File: config.mk
export PLATFORM = sky130hd
export DESIGN_NAME = tcb_ctrl
export DESIGN_NICKNAME = d
export VERILOG_FILES = /design/src/hdl/tcb_ctrl.v /design/src/hdl/tcb_lfsr.v
export VERILOG_INCLUDE_DIRS = /design/src /design/src/hdl
export SDC_FILE = /design/constraint.sdc
export NUM_CORES = 1
export LEC_CHECK = 0
export BUFFER_PORTS_ARGS = -buffer_cell sky130_fd_sc_hd__buf_2
export CAP_MARGIN = 20
export CORE_MARGIN = 2
export CORE_UTILIZATION = 45
export DETAILED_ROUTE_END_ITERATION = 10
export MAX_ROUTING_LAYER = met4
export SLEW_MARGIN = 5
export SYNTH_ARGS = -nofsm -noshare
export SYNTH_HDL_FRONTEND = slang
export SYNTH_SLANG_ARGS = --single-unit
File: constraint.sdc
create_clock -name ref_clk_i -period 3 [get_ports ref_clk_i]
set_clock_uncertainty 0.2 [all_clocks]
set_input_delay 0.45 -clock ref_clk_i [delete_from_list [all_inputs] [get_ports ref_clk_i]]
set_output_delay 0.45 -clock ref_clk_i [all_outputs]
set_load 0.005 [all_outputs]
File: src/hdl/tcb_regs.vh
// Constants for the transmit channel enable and self-test control block
`ifndef TCB_REGS_VH
`define TCB_REGS_VH
`define TCB_NUM_CH 4
`define TCB_SEL_W 8
`define TCB_SEQ_LEN 4'hf
`define TCB_LFSR_W 9
`define TCB_LFSR_SEED 9'h1ff
`define TCB_CTL_DATA 2'h0
`define TCB_CTL_FILL 2'h1
`define TCB_CTL_SPECIAL 2'h2
`define TCB_CTL_SYNC 2'h3
`define TCB_TRI_LOW 2'h0
`define TCB_TRI_MID 2'h1
`define TCB_TRI_HIGH 2'h2
`define TCB_SCAN_LOW 2'h0
`define TCB_SCAN_MID 2'h2
`define TCB_SCAN_HIGH 2'h3
`define TCB_MULT_FULL 5'h0a
`define TCB_MULT_HALF 5'h14
`define TCB_SETTLE_US 200
`define TCB_CLK_MHZ 200
`define TCB_SETTLE_CYC (`TCB_SETTLE_US * `TCB_CLK_MHZ)
`endif

File: src/hdl/tcb_ctrl.v
// Transmit channel enable latches, self-test control and code selection
`timescale 1ns/1ps
`include "tcb_regs.vh"
module tcb_ctrl #(
  parameter NUM_CH = `TCB_NUM_CH,
  parameter SETTLE_CYC = `TCB_SETTLE_CYC
) (
  input wire ref_clk_i,
  input wire rst_i,
  input wire ce_i,
  input wire device_reset_n_i,
  input wire out_latch_enable_i,
  input wire bist_latch_enable_i,
  input wire [2*NUM_CH-1:0] enable_select_bus_i,
  input wire [2*NUM_CH-1:0] tx_ctrl_in_i,
  input wire [8*NUM_CH-1:0] tx_data_in_i,
  input wire special_code_select_i,
  input wire per_channel_mode_i,
  input wire atomic_sync_i,
  input wire reference_clock_in_rate_select_i,
  input wire [1:0] input_clock_select_i,
  input wire [1:0] speed_range_select_i,
  output wire [2*NUM_CH-1:0] driver_enable_o,
  output wire [NUM_CH-1:0] channel_power_o,
  output wire [NUM_CH-1:0] bist_active_o,
  output reg [10*NUM_CH-1:0] char_out_o,
  output reg [2*NUM_CH-1:0] char_kind_o,
  output reg [NUM_CH-1:0] sync_active_o,
  output reg [4*NUM_CH-1:0] sync_index_o,
  output reg [4:0] clock_multiplier_o,
  output reg [1:0] speed_range_o,
  output reg mode_invalid_o,
  output reg settling_o,
  output reg [5:0] scan_tri_bits_o
);
  // Two-stage synchronisers for every pin input
  reg [2*NUM_CH-1:0] sel_s1_reg, sel_s2_reg;
  reg [2*NUM_CH-1:0] ctl_s1_reg, ctl_s2_reg;
  reg [8*NUM_CH-1:0] dat_s1_reg, dat_s2_reg;
  reg [6:0] misc_s1_reg, misc_s2_reg;
  reg [5:0] tri_s1_reg, tri_s2_reg;
  wire rst_n_pin, ole_pin, ble_pin, special_code_select_pin, pcm_pin, atom_pin, rate_pin;
  wire [1:0] ckin_pin, spd_pin;
  always @(posedge ref_clk_i) begin
    if (rst_i) begin
      sel_s1_reg <= {2*NUM_CH{1'b0}};
      sel_s2_reg <= {2*NUM_CH{1'b0}};
      ctl_s1_reg <= {2*NUM_CH{1'b0}};
      ctl_s2_reg <= {2*NUM_CH{1'b0}};
      dat_s1_reg <= {8*NUM_CH{1'b0}};
      dat_s2_reg <= {8*NUM_CH{1'b0}};
      misc_s1_reg <= 7'h01;
      misc_s2_reg <= 7'h01;
      tri_s1_reg <= 6'h00;
      tri_s2_reg <= 6'h00;
    end else if (ce_i) begin
      sel_s1_reg <= enable_select_bus_i;
      sel_s2_reg <= sel_s1_reg;
      ctl_s1_reg <= tx_ctrl_in_i;
      ctl_s2_reg <= ctl_s1_reg;
      dat_s1_reg <= tx_data_in_i;
      dat_s2_reg <= dat_s1_reg;
      misc_s1_reg <= {reference_clock_in_rate_select_i, atomic_sync_i, per_channel_mode_i,
        special_code_select_i, bist_latch_enable_i, out_latch_enable_i,
        device_reset_n_i};
      misc_s2_reg <= misc_s1_reg;
      tri_s1_reg <= {input_clock_select_i, speed_range_select_i, 2'h0};
      tri_s2_reg <= tri_s1_reg;
    end
  end
  assign rst_n_pin = misc_s2_reg[0];
  assign ole_pin = misc_s2_reg[1];
  assign ble_pin = misc_s2_reg[2];
  assign special_code_select_pin = misc_s2_reg[3];
  assign pcm_pin = misc_s2_reg[4];
  assign atom_pin = misc_s2_reg[5];
  assign rate_pin = misc_s2_reg[6];
  assign ckin_pin = tri_s2_reg[5:4];
  assign spd_pin = tri_s2_reg[3:2];

  // Latch contents hold while closed; output follows bus while open
  reg [2*NUM_CH-1:0] oe_hold_reg;
  reg [NUM_CH-1:0] bist_hold_reg;
  wire [2*NUM_CH-1:0] oe_live;
  wire [NUM_CH-1:0] bist_dis_live;
  wire [NUM_CH-1:0] bist_sel;
  genvar g;
  generate
    for (g = 0; g < NUM_CH; g = g + 1) begin : g_sel
      assign bist_sel[g] = sel_s2_reg[2*g+1];
    end
  endgenerate
  always @(posedge ref_clk_i) begin
    if (rst_i) begin
      oe_hold_reg <= {2*NUM_CH{1'b0}};
      bist_hold_reg <= {NUM_CH{1'b1}};
    end else if (ce_i) begin
      if (!rst_n_pin) begin
        oe_hold_reg <= {2*NUM_CH{1'b0}};
        bist_hold_reg <= {NUM_CH{1'b1}};
      end else begin
        if (ole_pin) begin
          oe_hold_reg <= sel_s2_reg;
        end
        if (ble_pin) begin
          bist_hold_reg <= bist_sel;
        end
      end
    end
  end
  // Reset wins over the open path
  assign oe_live = !rst_n_pin ? {2*NUM_CH{1'b0}} :
    (ole_pin ? sel_s2_reg : oe_hold_reg);
  assign bist_dis_live = !rst_n_pin ? {NUM_CH{1'b1}} :
    (ble_pin ? bist_sel : bist_hold_reg);
  assign driver_enable_o = oe_live;
  generate
    for (g = 0; g < NUM_CH; g = g + 1) begin : g_pwr
      assign channel_power_o[g] = oe_live[2*g] | oe_live[2*g+1];
    end
  endgenerate
  assign bist_active_o = ~bist_dis_live & channel_power_o;

  // Cold re-enable settle window, host-side advisory
  reg [31:0] settle_cnt_reg;
  reg any_on_reg;
  always @(posedge ref_clk_i) begin
    if (rst_i) begin
      settle_cnt_reg <= 32'h0;
      any_on_reg <= 1'b0;
      settling_o <= 1'b0;
    end else if (ce_i) begin
      any_on_reg <= |channel_power_o;
      if (!any_on_reg && (|channel_power_o)) begin
        settle_cnt_reg <= SETTLE_CYC;
        settling_o <= 1'b1;
      end else if (settle_cnt_reg != 32'h0) begin
        settle_cnt_reg <= settle_cnt_reg - 32'h1;
        settling_o <= (settle_cnt_reg != 32'h1);
      end else begin
        settling_o <= 1'b0;
      end
    end
  end

  // Multiplier, speed range and scan reporting
  function [1:0] scan_code;
    input [1:0] tri_val;
    begin
      case (tri_val)
        `TCB_TRI_LOW: scan_code = `TCB_SCAN_LOW;
        `TCB_TRI_MID: scan_code = `TCB_SCAN_MID;
        default: scan_code = `TCB_SCAN_HIGH;
      endcase
    end
  endfunction
  always @(posedge ref_clk_i) begin
    if (rst_i) begin
      clock_multiplier_o <= `TCB_MULT_FULL;
      speed_range_o <= `TCB_TRI_LOW;
      mode_invalid_o <= 1'b0;
      scan_tri_bits_o <= 6'h00;
    end else if (ce_i) begin
      clock_multiplier_o <= rate_pin ? `TCB_MULT_HALF : `TCB_MULT_FULL;
      speed_range_o <= spd_pin;
      // Flags host misuse; half rate is reserved in the low range
      mode_invalid_o <= rate_pin & ((ckin_pin != `TCB_TRI_LOW) ||
        (spd_pin == `TCB_TRI_LOW));
      // Serial pins never appear here, only select pins
      scan_tri_bits_o <= {scan_code(ckin_pin), scan_code(spd_pin),
        scan_code({1'b0, rate_pin})};
    end
  end

  // Per-channel character selection and sync sequencer
  localparam ST_IDLE = 2'b01;
  localparam ST_SYNC = 2'b10;
  generate
    for (g = 0; g < NUM_CH; g = g + 1) begin : g_ch
      wire [8:0] pat;
      wire [1:0] ctl = ctl_s2_reg[2*g+1:2*g];
      wire [7:0] dat = dat_s2_reg[8*g+7:8*g];
      reg [1:0] st_reg;
      reg [3:0] idx_reg;
      reg [1:0] kind;
      tcb_lfsr #(.W(`TCB_LFSR_W)) u_lfsr (
        .ref_clk_i(ref_clk_i),
        .rst_i(rst_i),
        .ce_i(ce_i),
        .run_i(bist_active_o[g]),
        .pattern_o(pat)
      );
      always @* begin
        // Special select applies only when per-channel mode is off
        kind = ctl;
        if (!pcm_pin && ctl[0]) begin
          kind = special_code_select_pin ? `TCB_CTL_SPECIAL : `TCB_CTL_FILL;
          if (ctl[1]) begin
            kind = `TCB_CTL_SYNC;
          end
        end
      end
      always @(posedge ref_clk_i) begin
        // Power-down clear obeys the clock enable so a frozen block stays frozen
        if (rst_i || (ce_i && !channel_power_o[g])) begin
          st_reg <= ST_IDLE;
          idx_reg <= 4'h0;
          char_out_o[10*g+9:10*g] <= 10'h000;
          char_kind_o[2*g+1:2*g] <= `TCB_CTL_DATA;
          sync_active_o[g] <= 1'b0;
          sync_index_o[4*g+3:4*g] <= 4'h0;
        end else if (ce_i) begin
          sync_index_o[4*g+3:4*g] <= idx_reg;
          if (bist_active_o[g]) begin
            st_reg <= ST_IDLE;
            idx_reg <= 4'h0;
            char_out_o[10*g+9:10*g] <= {1'b0, pat};
            char_kind_o[2*g+1:2*g] <= `TCB_CTL_DATA;
            sync_active_o[g] <= 1'b0;
          end else begin
            case (st_reg)
              ST_IDLE: begin
                char_out_o[10*g+9:10*g] <= {2'b00, dat};
                char_kind_o[2*g+1:2*g] <= kind;
                sync_active_o[g] <= (kind == `TCB_CTL_SYNC);
                if (kind == `TCB_CTL_SYNC) begin
                  st_reg <= ST_SYNC;
                  idx_reg <= 4'h1;
                end
              end
              ST_SYNC: begin
                if (atom_pin || ctl == `TCB_CTL_DATA) begin
                  char_kind_o[2*g+1:2*g] <= `TCB_CTL_SYNC;
                  sync_active_o[g] <= 1'b1;
                  idx_reg <= idx_reg + 4'h1;
                  if (idx_reg == `TCB_SEQ_LEN) begin
                    st_reg <= ST_IDLE;
                    idx_reg <= 4'h0;
                  end
                end else begin
                  // Interrupted: encode what is presented now
                  st_reg <= ST_IDLE;
                  idx_reg <= 4'h0;
                  char_out_o[10*g+9:10*g] <= {2'b00, dat};
                  char_kind_o[2*g+1:2*g] <= kind;
                  sync_active_o[g] <= 1'b0;
                end
              end
              default: begin
                st_reg <= ST_IDLE;
                idx_reg <= 4'h0;
              end
            endcase
          end
        end
      end
    end
  endgenerate
endmodule

File: src/hdl/tcb_lfsr.v
// Per-channel self-test pattern generator, 511-state LFSR
`timescale 1ns/1ps
`include "tcb_regs.vh"
module tcb_lfsr #(
  parameter W = `TCB_LFSR_W
) (
  input wire ref_clk_i,
  input wire rst_i,
  input wire ce_i,
  input wire run_i,
  output wire [W-1:0] pattern_o
);
  reg [W-1:0] lfsr_reg;
  wire [W-1:0] lfsr_next;
  // x^9 + x^5 + 1, maximal length 511, never reaches all zeros
  assign lfsr_next = {lfsr_reg[W-2:0], lfsr_reg[8] ^ lfsr_reg[4]};
  always @(posedge ref_clk_i) begin
    if (rst_i) begin
      lfsr_reg <= `TCB_LFSR_SEED;
    end else if (ce_i) begin
      if (run_i) begin
        lfsr_reg <= lfsr_next;
      end else begin
        lfsr_reg <= `TCB_LFSR_SEED;
      end
    end
  end
  assign pattern_o = lfsr_reg;
endmodule

==> results.py, run 1 <==
metrics = {
    "timing": {
        "min_period_over_period_pct": 92.8,
        "slew_headroom_pct": 49.4,
        "fin_setup_tns_ns": 0,
        "finalHoldViolCount": 0,
        "tightest_slew_ns": 0.756,
        "hold_slack_ns": 0.0122,
        "setup_viol": 0,
        "period_needed_ns": 2.78,
        "maxSlewViolCount": 0,
        "rsz0062_at_grt": "no",
        "fmaxAchievable_mhz": 359,
    },
    "setup_path": {
        "cp_num_cells": 5,
        "endpoint_kind": "primary output",
        "crit_path_max_incr_delay_ns": 0.48,
        "crit_path_start_kind": "flip-flop",
        "critical_path_class": "flip-flop to primary output",
        "cp_slowest_cell": "or3b_2",
        "worstPathArrival_ns": 2.13,
        "rr_worst_depth": 9,
        "required_ns": 2.35,
        "path_cells": "or3b_2 > nand4_1 > inv_1 > buf_4 > buf_2",
        "r2r_slack_ns": 0.28,
        "worst-path-max-fanout": 13,
        "crit_buf_inv": 3,
        "cpLargestDelayFamily": "simple AND/OR/NAND/NOR gates",
    },
    "yosys": {
        "syn_area_per_cell_um2": 8.84,
        "synth.distinct_cells": 60,
        "yosysWarnings": 0,
        "syn-instance-count": 1396,
        "syn_area_um2": 12300,
        "synth_edf_count": 0,
        "yosys_most_used_dff": "dfxtp_1",
        "synthArstFlopShare_pct": 0,
        "yosysSeqAreaShare_pct": 48.2,
        "synth_seq_cells": 297,
    },
    "cells_and_area": {
        "multi_input_area_um2": 5880,
        "drive_above_1_share_pct": 16.7,
        "nNetsFinal": 1662,
        "post-route-util_pct": 56.3,
        "area_delta_synth_final_pct": 23.0,
        "fillers": 2450,
        "seqCellArea_um2": 5950,
    },
    "routing": {
        "totalWireLength_mm": 30.5,
        "antenna_left": 0,
        "routedWlPerCell_um": 15.6,
        "via_per_inst": 5.29,
        "dr.pass1.iters": 5,
        "route.vias.total": 10316,
        "drc": 0,
        "first_iter_violations": 732,
    },
    "floorplan": {
        "dieHeight_um": 170,
        "core-area_um2": 27000,
        "die_x_um": 170,
        "start_util_pct": 45.8,
        "design.portCount": 161,
        "dieArea_um2": 28800,
        "rows": 60,
    },
    "place": {
        "dp_hpwl_mm": 19.5,
        "place_congestion": 0.829,
        "port_buffers": 154,
    },
    "global_routing": {
        "grt_max_degree": 143,
        "antenna_found_initial": 0,
        "grt_use_total_pct": 21.6,
        "grt_pass1_vias": 9807,
        "grt-ovfl-total": 0,
        "grt_pass1_wl_mm": 50.0,
    },
    "power_and_ir_drop": {
        "peakVddDrop_uv": 549,
        "leakage_uw": 0.00644,
        "p_per_area_nw_per_um2": 736,
    },
    "clock_network": {
        "cts_made_buffers": 34,
        "clk_pin_slew_ns": 0.06,
        "cts_root_buf": "clkbuf_16",
        "htree_levels": 2,
        "insertion_delay_ns": 0.50,
        "cts_tree": "done",
        "cts.sinks": 297,
        "clock_path_buffers": 3,
    },
    "hold_path": {
        "hp-class": "primary input to flip-flop",
        "min_path_cells": 3,
    },
    "job": {
        "timing.max_cap.violations": 0,
    },
    "outcome": {
        "status": "complete, no violations",
    },
}
[cell usage in the layout (no fill, tap or decap), drive strengths merged, types with 5 or more instances in the layout]
cell type | synthesis | final
nand2b | 8 | 8
clkbuf | 73 | 50
inv | 25 | 27
nand4 | 11 | 11
a31oi | 9 | 9
nand3b | 5 | 5
buf | 26 | 193
mux2i | 147 | 147
or3b | 6 | 6
a211oi | 9 | 9
dfxtp | 297 | 297
or3 | 18 | 18
nand3 | 26 | 26
clkinv | 4 | 8
nor4 | 14 | 14
conb | 1 | 6
nor2b | 7 | 7
nor3 | 46 | 46
o21ai | 68 | 68
xnor2 | 10 | 10
o211ai | 8 | 8
a311oi | 32 | 32
nand2 | 126 | 126
a21oi | 55 | 55
nor2 | 264 | 264
ha | 14 | 14
or4 | 6 | 6
xor2 | 18 | 18
nand4b | 8 | 8
a21o | 7 | 7
dlygate4sd3 | 0 | 55
[through the flow]
| step | power (uW) | std cells | cell area [um^2] | worst slack, ns |
|---|---|---|---|---|
| after detailed placement | 7050 | 1835 | 13500 | 0.308 |
| after global routing | 11800 | 1949 | 15200 | 0.0736 |
| after CTS | 11300 | 1949 | 15200 | 0.0596 |
| after floorplan | 6320 | 1401 | 12400 | 0.499 |
| after global placement | 7030 | 1835 | 13500 | 0.401 |
| final | 11200 | 1950 | 15200 | 0.216 |
[synth_stat cells (2+ instances only)]
library cell	number	share of area (%)
or3_1	18	0.91
a211oi_1	8	0.49
xnor2_1	10	0.71
a31o_2	4	0.28
nand2_1	126	3.8
ha_1	14	1.4
dfxtp_1	297	48
o21ai_0	67	2.7
nand2b_1	8	0.41
or4_1	5	0.30
a21oi_1	55	2.2
a221oi_1	4	0.28
nand4_1	11	0.56
o31a_1	4	0.28
clkbuf_1	73	2.2
a21o_1	7	0.43
o21a_1	4	0.24
nor3_1	45	1.8
o22ai_1	4	0.20
nand4b_1	8	0.57
o41ai_1	3	0.21
nor2_1	264	8.0
or2_2	2	0.10
or3b_2	6	0.43
nor2b_1	7	0.35
o2111ai_1	4	0.28
and4b_1	2	0.16
clkinv_1	4	0.12
xor2_1	18	1.3
a211o_1	2	0.14
mux2i_1	147	12
o211ai_1	8	0.49
o31ai_1	4	0.24
buf_2	3	0.12
buf_1	10	0.30
nand3b_1	5	0.30
nand3_1	26	1.1
a31oi_1	9	0.46
nor4_1	12	0.61
inv_1	25	0.76
buf_4	13	0.79
a311oi_1	32	2.3
[cells by family (layout without fill, tap and decap cells)]
logic type      count (synthesis)  count (layout)  synth area share [%]
compound gates                227             227                  11.8
xor+xnor                       28              28                  1.99
fa+ha+maj                      14              14                  1.42
buf+inv                       128             335                  4.32
flops                         297             297                  48.2
mux                           147             147                  11.9
other cells                     1               7                0.0304
simple gates                  554             554                  20.3
[final timing paths]
path / from / endpoint
max: misc_s2_reg[1]$_SDFFE_PP0P_ / bist_active_o[3]
min: out_latch_enable_i / misc_s1_reg[1]$_SDFFE_PP0P_
max reg2reg: settle_cnt_reg[0]$_SDFFE_PP0P_ / settle_cnt_reg[6]$_SDFFE_PP0P_
min reg2reg: mode_invalid_o$_SDFFE_PP0P_ / mode_invalid_o$_SDFFE_PP0P_
[per-layer routing]
layer	up-vias	global-route usage, %	wire length [um]
met4	0	5.50	577
li1	5239	-	-
met3	45	4.10	1450
met1	4811	28.5	14300
met5	-	-	0
met2	221	34.3	14200
[worst min-delay path, cell delays in order]
cell     delay (ns)
buf_2          0.08
mux2i_1        0.06
nor2_1         0.08
[repair_timing]
action | in CTS | in global routing
hold buffers | 55 | 0
setup endpoints to repair | 1 | 4
gates resized for setup | 0 | 1
hold endpoints to repair | 55 | 0
pin swaps | 1 | 0
buffers inserted | 1 | 0
[cell type report]
type	instances	area share [%]
Antenna cell	1	0.0165
Clock buffer	50	6.95
Clock inverter	8	0.470
Inverter	29	0.718
Multi-Input combinational cell	976	38.8
Sequential cell	297	39.2
Tap cell	341	2.81
Timing Repair Buffer	248	11.1
[power by group]
| group | leakage, uW | switching, uW | internal, uW |
|---|---|---|---|
| sequential | 0.00242 | 267 | 4230 |
| combinational | 0.00347 | 1450 | 1100 |
| clock | 0.000558 | 1600 | 2520 |
(Power assumes the default switching activity.)
==> run 2: changes to the inputs <==
- SETUP_SLACK_MARGIN: unset -> 0.3
==> run 2 against run 1 <==
Effect of this change: clock-buffer cell count unchanged; global-route usage about the same; final cell count rose by 0.56%; combinational power up 2%; hold slack lost 0.0021 ns; critical path depth rose by 1; sequential power about the same; critical endpoint unchanged; largest power group unchanged; highest routed layer unchanged.
==> results.py, run 2 (synthesis results as in run 1) <==
metrics = {
    "outcome": {
        "status": "complete, no violations",
    },
    "setup_path": {
        "crit_buf_inv": 4,
        "r2r_end": "settle_cnt_reg[20]$_SDFFE_PP0P_",
        "crit_path_max_incr_delay_ns": 0.37,
        "cpLargestDelayFamily": "simple AND/OR/NAND/NOR gates",
        "endpoint_kind": "primary output",
        "crit_path_start_kind": "flip-flop",
        "rr_worst_depth": 8,
        "critical_path_class": "flip-flop to primary output",
        "worst-path-max-fanout": 13,
        "worstPathArrival_ns": 2.00,
        "worstReg2RegStart": "settle_cnt_reg[0]$_SDFFE_PP0P_",
        "path_cells": "buf_4 > or3_4 > nand4_1 > inv_2 > buf_6 > buf_2",
        "required_ns": 2.35,
        "r2r_slack_ns": 0.42,
        "cp_slowest_cell": "dfxtp_4",
    },
    "place": {
        "port_buffers": 154,
        "dpl-instance-area_um2": 13500,
        "dp.cells": 1835,
        "dp_hpwl_mm": 19.5,
        "place_congestion": 0.829,
    },
    "power_and_ir_drop": {
        "switching_share_pct": 29.9,
        "leakage_uw": 0.00650,
        "pwr-share-seq_pct": 40.1,
        "power_switching_uw": 3350,
        "p_int_uw": 7860,
        "power_frac_comb_pct": 23.2,
        "pwr-share-clk_pct": 36.7,
        "p_per_area_nw_per_um2": 733,
        "power_uw": 11200,
        "peakVddDrop_uv": 554,
    },
    "cells_and_area": {
        "final_cells": 1961,
        "fillers": 2450,
        "area_delta_synth_final_pct": 24.0,
        "final_cell_mix": "295 x dfxtp_1, 264 x nor2_1, 152 x buf_2",
        "seqCellArea_um2": 5950,
        "drive_above_1_share_pct": 17.9,
        "nNetsFinal": 1673,
        "finalInstanceArea_um2": 15300,
        "final_common_cell": "dfxtp_1",
        "multi_input_area_um2": 5910,
    },
    "clock_network": {
        "insertion_delay_ns": 0.50,
        "cts_tree": "done",
        "htree_levels": 2,
        "cts.sinks": 297,
        "cts_root_buf": "clkbuf_16",
        "cts_made_buffers": 34,
        "clk_pin_slew_ns": 0.06,
        "clock_path_buffers": 3,
    },
    "hold_path": {
        "min_from": "out_latch_enable_i",
        "hp-class": "primary input to flip-flop",
        "min_path_cells": 3,
        "hold_end": "misc_s1_reg[1]$_SDFFE_PP0P_",
    },
    "timing": {
        "fin_setup_tns_ns": 0,
        "finalHoldViolCount": 0,
        "slew_headroom_pct": 48.5,
        "period_needed_ns": 2.65,
        "fmaxAchievable_mhz": 377,
        "min_period_over_period_pct": 88.3,
        "setup_viol": 0,
        "tightest_slew_ns": 0.769,
        "maxSlewViolCount": 0,
        "hold_slack_ns": 0.0101,
        "rsz0062_at_grt": "yes",
    },
    "routing": {
        "drc": 0,
        "totalWireLength_mm": 30.6,
        "via_per_inst": 5.29,
        "route.vias.total": 10371,
        "antenna_left": 0,
        "first_iter_violations": 666,
        "dr.pass1.iters": 5,
        "routedWlPerCell_um": 15.6,
    },
    "global_routing": {
        "grt_use_total_pct": 21.6,
        "grt_pass1_vias": 9811,
        "grt_max_degree": 143,
        "grt_pass1_wl_mm": 50.0,
        "grt-ovfl-total": 0,
        "antenna_found_initial": 0,
    },
    "floorplan": {
        "die_x_um": 170,
        "rows": 60,
        "core-area_um2": 27000,
        "design.portCount": 161,
        "dieArea_um2": 28800,
        "dieHeight_um": 170,
        "start_util_pct": 45.8,
    },
    "job": {
        "timing.max_cap.violations": 0,
    },
}
[run 2: final cells by class]
class | instances | area share, %
Clock inverter | 8 | 0.466
Clock buffer | 50 | 6.90
Multi-Input combinational cell | 976 | 38.6
Antenna cell | 1 | 0.0164
Sequential cell | 297 | 38.9
Tap cell | 341 | 2.79
Inverter | 29 | 0.744
Timing Repair Buffer | 259 | 11.6
[run 2: how the worst max path moves through the flow]
| stage | startpoint | to | slack, ns | cells past startpoint |
|---|---|---|---|---|
| after global routing | misc_s2_reg[0]$_SDFFE_PP1P_ | g_ch[0].st_reg[1]$_SDFFE_PP0P_ | 0.25 | 6 |
| after detailed placement | settle_cnt_reg[0]$_SDFFE_PP0P_ | settle_cnt_reg[6]$_SDFFE_PP0P_ | 0.31 | 9 |
| after CTS | misc_s2_reg[1]$_SDFFE_PP0P_ | bist_active_o[3] | 0.29 | 6 |
| after floorplan | settle_cnt_reg[4]$_SDFFE_PP0P_ | settle_cnt_reg[21]$_SDFFE_PP0P_ | 0.50 | 7 |
| final | misc_s2_reg[1]$_SDFFE_PP0P_ | bist_active_o[3] | 0.35 | 6 |
| after global placement | settle_cnt_reg[0]$_SDFFE_PP0P_ | settle_cnt_reg[6]$_SDFFE_PP0P_ | 0.40 | 9 |
[run 2: power groups by stage]
| stage | Combinational, uW | Clock (uW) | Sequential (uW) |
|---|---|---|---|
| floorplan | 1820 | 0 | 4490 |
| global placement | 2460 | 0 | 4570 |
| detailed placement | 2470 | 0 | 4570 |
| CTS | 2540 | 4220 | 4490 |
| global route | 2880 | 4380 | 4540 |
| finish | 2600 | 4120 | 4500 |
[run 2: per-layer routing]
layer	GRT usage, %	wire length, um
met2	34.3	14300
met5	-	0
met1	28.5	14300
met3	4.20	1440
met4	5.50	584
[run 2: per-stage QoR]
step | utilization [%] | worst slack [ns]
after floorplan | - | 0.499
after global placement | 50.0 | 0.401
after detailed placement | 50.0 | 0.308
after CTS | 56.3 | 0.291
after global routing | 56.8 | 0.249
final | 56.8 | 0.350
[run 2: what timing repair did]
item,4_1_cts,5_1_grt
buffers inserted,2,10
hold buffers,55,0
endpoints found under the setup margin,4,26
pin swaps,2,4
resized for setup,7,9
hold endpoints to repair,55,0
[run 2: worst min-delay path, stage by stage]
cell and delay, ns:
buf_2 0.08, mux2i_1 0.06, nor2_1 0.08
==> run 3: changes to the inputs <==
- PLACE_DENSITY_LB_ADDON: unset -> 0.25
==> run 3 against run 2 <==
Effect of this change: critical path depth is the same; power shrank 3.1%; combinational power grew 3%; worst setup slack lost 0.013 ns; non-clock buffer count shrank 3; die area is the same.
==> results.py, run 3 (synthesis results as in run 1) <==
metrics = {
    "outcome": {
        "status": "complete, no violations",
    },
    "floorplan": {
        "start_util_pct": 45.8,
        "dieHeight_um": 170,
        "core-area_um2": 27000,
        "die_x_um": 170,
        "rows": 60,
        "dieArea_um2": 28800,
        "design.portCount": 161,
    },
    "hold_path": {
        "hp-class": "primary input to flip-flop",
    },
    "routing": {
        "drc": 0,
        "antenna_left": 0,
        "via_per_inst": 5.29,
        "first_iter_violations": 604,
        "dr.pass1.iters": 5,
        "routedWlPerCell_um": 15.4,
        "route.vias.total": 10346,
        "totalWireLength_mm": 30.1,
    },
    "timing": {
        "fmaxAchievable_mhz": 376,
        "period_needed_ns": 2.66,
        "slew_headroom_pct": 40.2,
        "maxSlewViolCount": 0,
        "setup_viol": 0,
        "rsz0062_at_grt": "no",
        "finalHoldViolCount": 0,
        "fin_setup_tns_ns": 0,
        "hold_slack_ns": 0.0119,
        "min_period_over_period_pct": 88.7,
        "tightest_slew_ns": 0.895,
    },
    "setup_path": {
        "worst-path-max-fanout": 12,
        "critical_path_class": "flip-flop to primary output",
        "path_cells": "clkbuf_2 > or3_1 > nand4_1 > inv_2 > buf_6 > buf_2",
        "worstReg2RegStart": "settle_cnt_reg[4]$_SDFFE_PP0P_",
        "crit_path_max_incr_delay_ns": 0.36,
        "crit_path_start_kind": "flip-flop",
        "crit_buf_inv": 4,
        "r2r_end": "settle_cnt_reg[21]$_SDFFE_PP0P_",
        "required_ns": 2.35,
        "r2r_slack_ns": 0.42,
        "startpoint": "misc_s2_reg[1]$_SDFFE_PP0P_",
        "cp_slowest_cell": "dfxtp_4",
        "worstPathArrival_ns": 2.01,
        "endpoint_kind": "primary output",
        "cpLargestDelayFamily": "simple AND/OR/NAND/NOR gates",
        "crit_path_end": "bist_active_o[3]",
        "cp_num_cells": 6,
        "rr_worst_depth": 6,
    },
    "power_and_ir_drop": {
        "peakVddDrop_uv": 719,
        "power_uw": 10900,
        "leakage_uw": 0.00639,
        "p_per_area_nw_per_um2": 718,
    },
    "global_routing": {
        "grt_use_total_pct": 21.2,
        "grt_pass1_vias": 9812,
        "grt_pass1_wl_mm": 49.1,
        "grt.busiest_layer": "met2",
        "grt-ovfl-total": 0,
        "grt_max_degree": 88,
        "grtUsageMet3_pct": 3.54,
        "grt_use_met2_pct": 34.6,
        "met1_usage_pct": 27.4,
        "antenna_found_initial": 1,
    },
    "clock_network": {
        "cts_made_buffers": 30,
        "htree_levels": 1,
        "cts.sinks": 297,
        "insertion_delay_ns": 0.55,
        "cts_root_buf": "clkbuf_16",
        "clk_pin_slew_ns": 0.06,
        "clock_path_buffers": 3,
        "cts_tree": "done",
    },
    "job": {
        "timing.max_cap.violations": 0,
    },
    "cells_and_area": {
        "post-route-util_pct": 56.2,
        "drive_above_1_share_pct": 17.1,
        "fillers": 2420,
        "nNetsFinal": 1666,
        "final_cell_mix": "295 x dfxtp_1, 264 x nor2_1, 152 x buf_2",
        "area_delta_synth_final_pct": 22.7,
        "final_common_cell": "dfxtp_1",
    },
    "place": {
        "port_buffers": 154,
        "dp_hpwl_mm": 19.7,
        "place_congestion": 0.892,
    },
}
## run 3: cell count changes in the layout (fill, tap and decap cells not counted), sizes merged
cell / change
dlygate4sd3: +3
clkbuf: +2
clkinv: -1
clkinvlp: -1
inv: -2
buf: -7
## run 3: cell type report
class	count	area [um^2]	area share, %
antenna	1	2.50	0.0165
clock buffer	51	931	6.15
clock inverter	4	45.0	0.298
inverter	29	114	0.752
multi-input combinational	976	5940	39.3
sequential	297	5950	39.3
tap	341	427	2.82
timing repair buffer	256	1720	11.4
## run 3: stage by stage
stage	area (um^2)	worst slack, ns	cells
floorplan	12400	0.499	1401
global placement	13400	0.160	1835
detailed placement	13400	0.0816	1835
CTS	15000	0.224	1950
global route	15100	0.303	1955
finish	15100	0.338	1955
## run 3: worst min-delay path by stage
stage / startpoint / end / slack [ns] / cells past startpoint
2_1_floorplan: misc_s1_reg[0]$_SDFFE_PP1P_ / misc_s1_reg[0]$_SDFFE_PP1P_ / 0.24 / 2
3_3_place_gp: sync_active_o[3]$_SDFFE_PP0P_ / sync_active_o[3]$_SDFFE_PP0P_ / 0.24 / 2
3_5_place_dp: sync_active_o[3]$_SDFFE_PP0P_ / sync_active_o[3]$_SDFFE_PP0P_ / 0.25 / 2
4_1_cts: tx_ctrl_in_i[7] / ctl_s1_reg[7]$_SDFFE_PP0P_ / 0.01 / 3
5_1_grt: tx_ctrl_in_i[7] / ctl_s1_reg[7]$_SDFFE_PP0P_ / 0.02 / 3
6_report: tx_ctrl_in_i[7] / ctl_s1_reg[7]$_SDFFE_PP0P_ / 0.01 / 3
## run 3: report_power, final
part           internal (uW)  leakage (uW)  total (uW)  switching [uW]
Combinational           1130       0.00349        2680            1540
Clock                   2180      0.000480        3680            1510
Sequential              4230       0.00242        4500             272
Total                   7540       0.00639       10900            3320
## run 3: per-layer routing
metal | vias up | part of all wire (%)
li1 | 5247 | -
met1 | 4867 | 47
met2 | 186 | 47
met3 | 46 | 4.4
met4 | 0 | 2.2
met5 | - | 0
## run 3: timing repair
action / CTS / global route
pin swaps: 1 / 3
hold endpoints to repair: 58 / 0
hold buffers: 58 / 0
setup buffers: 2 / 4
resized for setup: 8 / 14
endpoints found under the setup margin: 14 / 30
## run 3: worst min-delay path, stage by stage
cell	delay [ns]
buf_2	0.12
mux2i_1	0.08
nor2_1	0.08
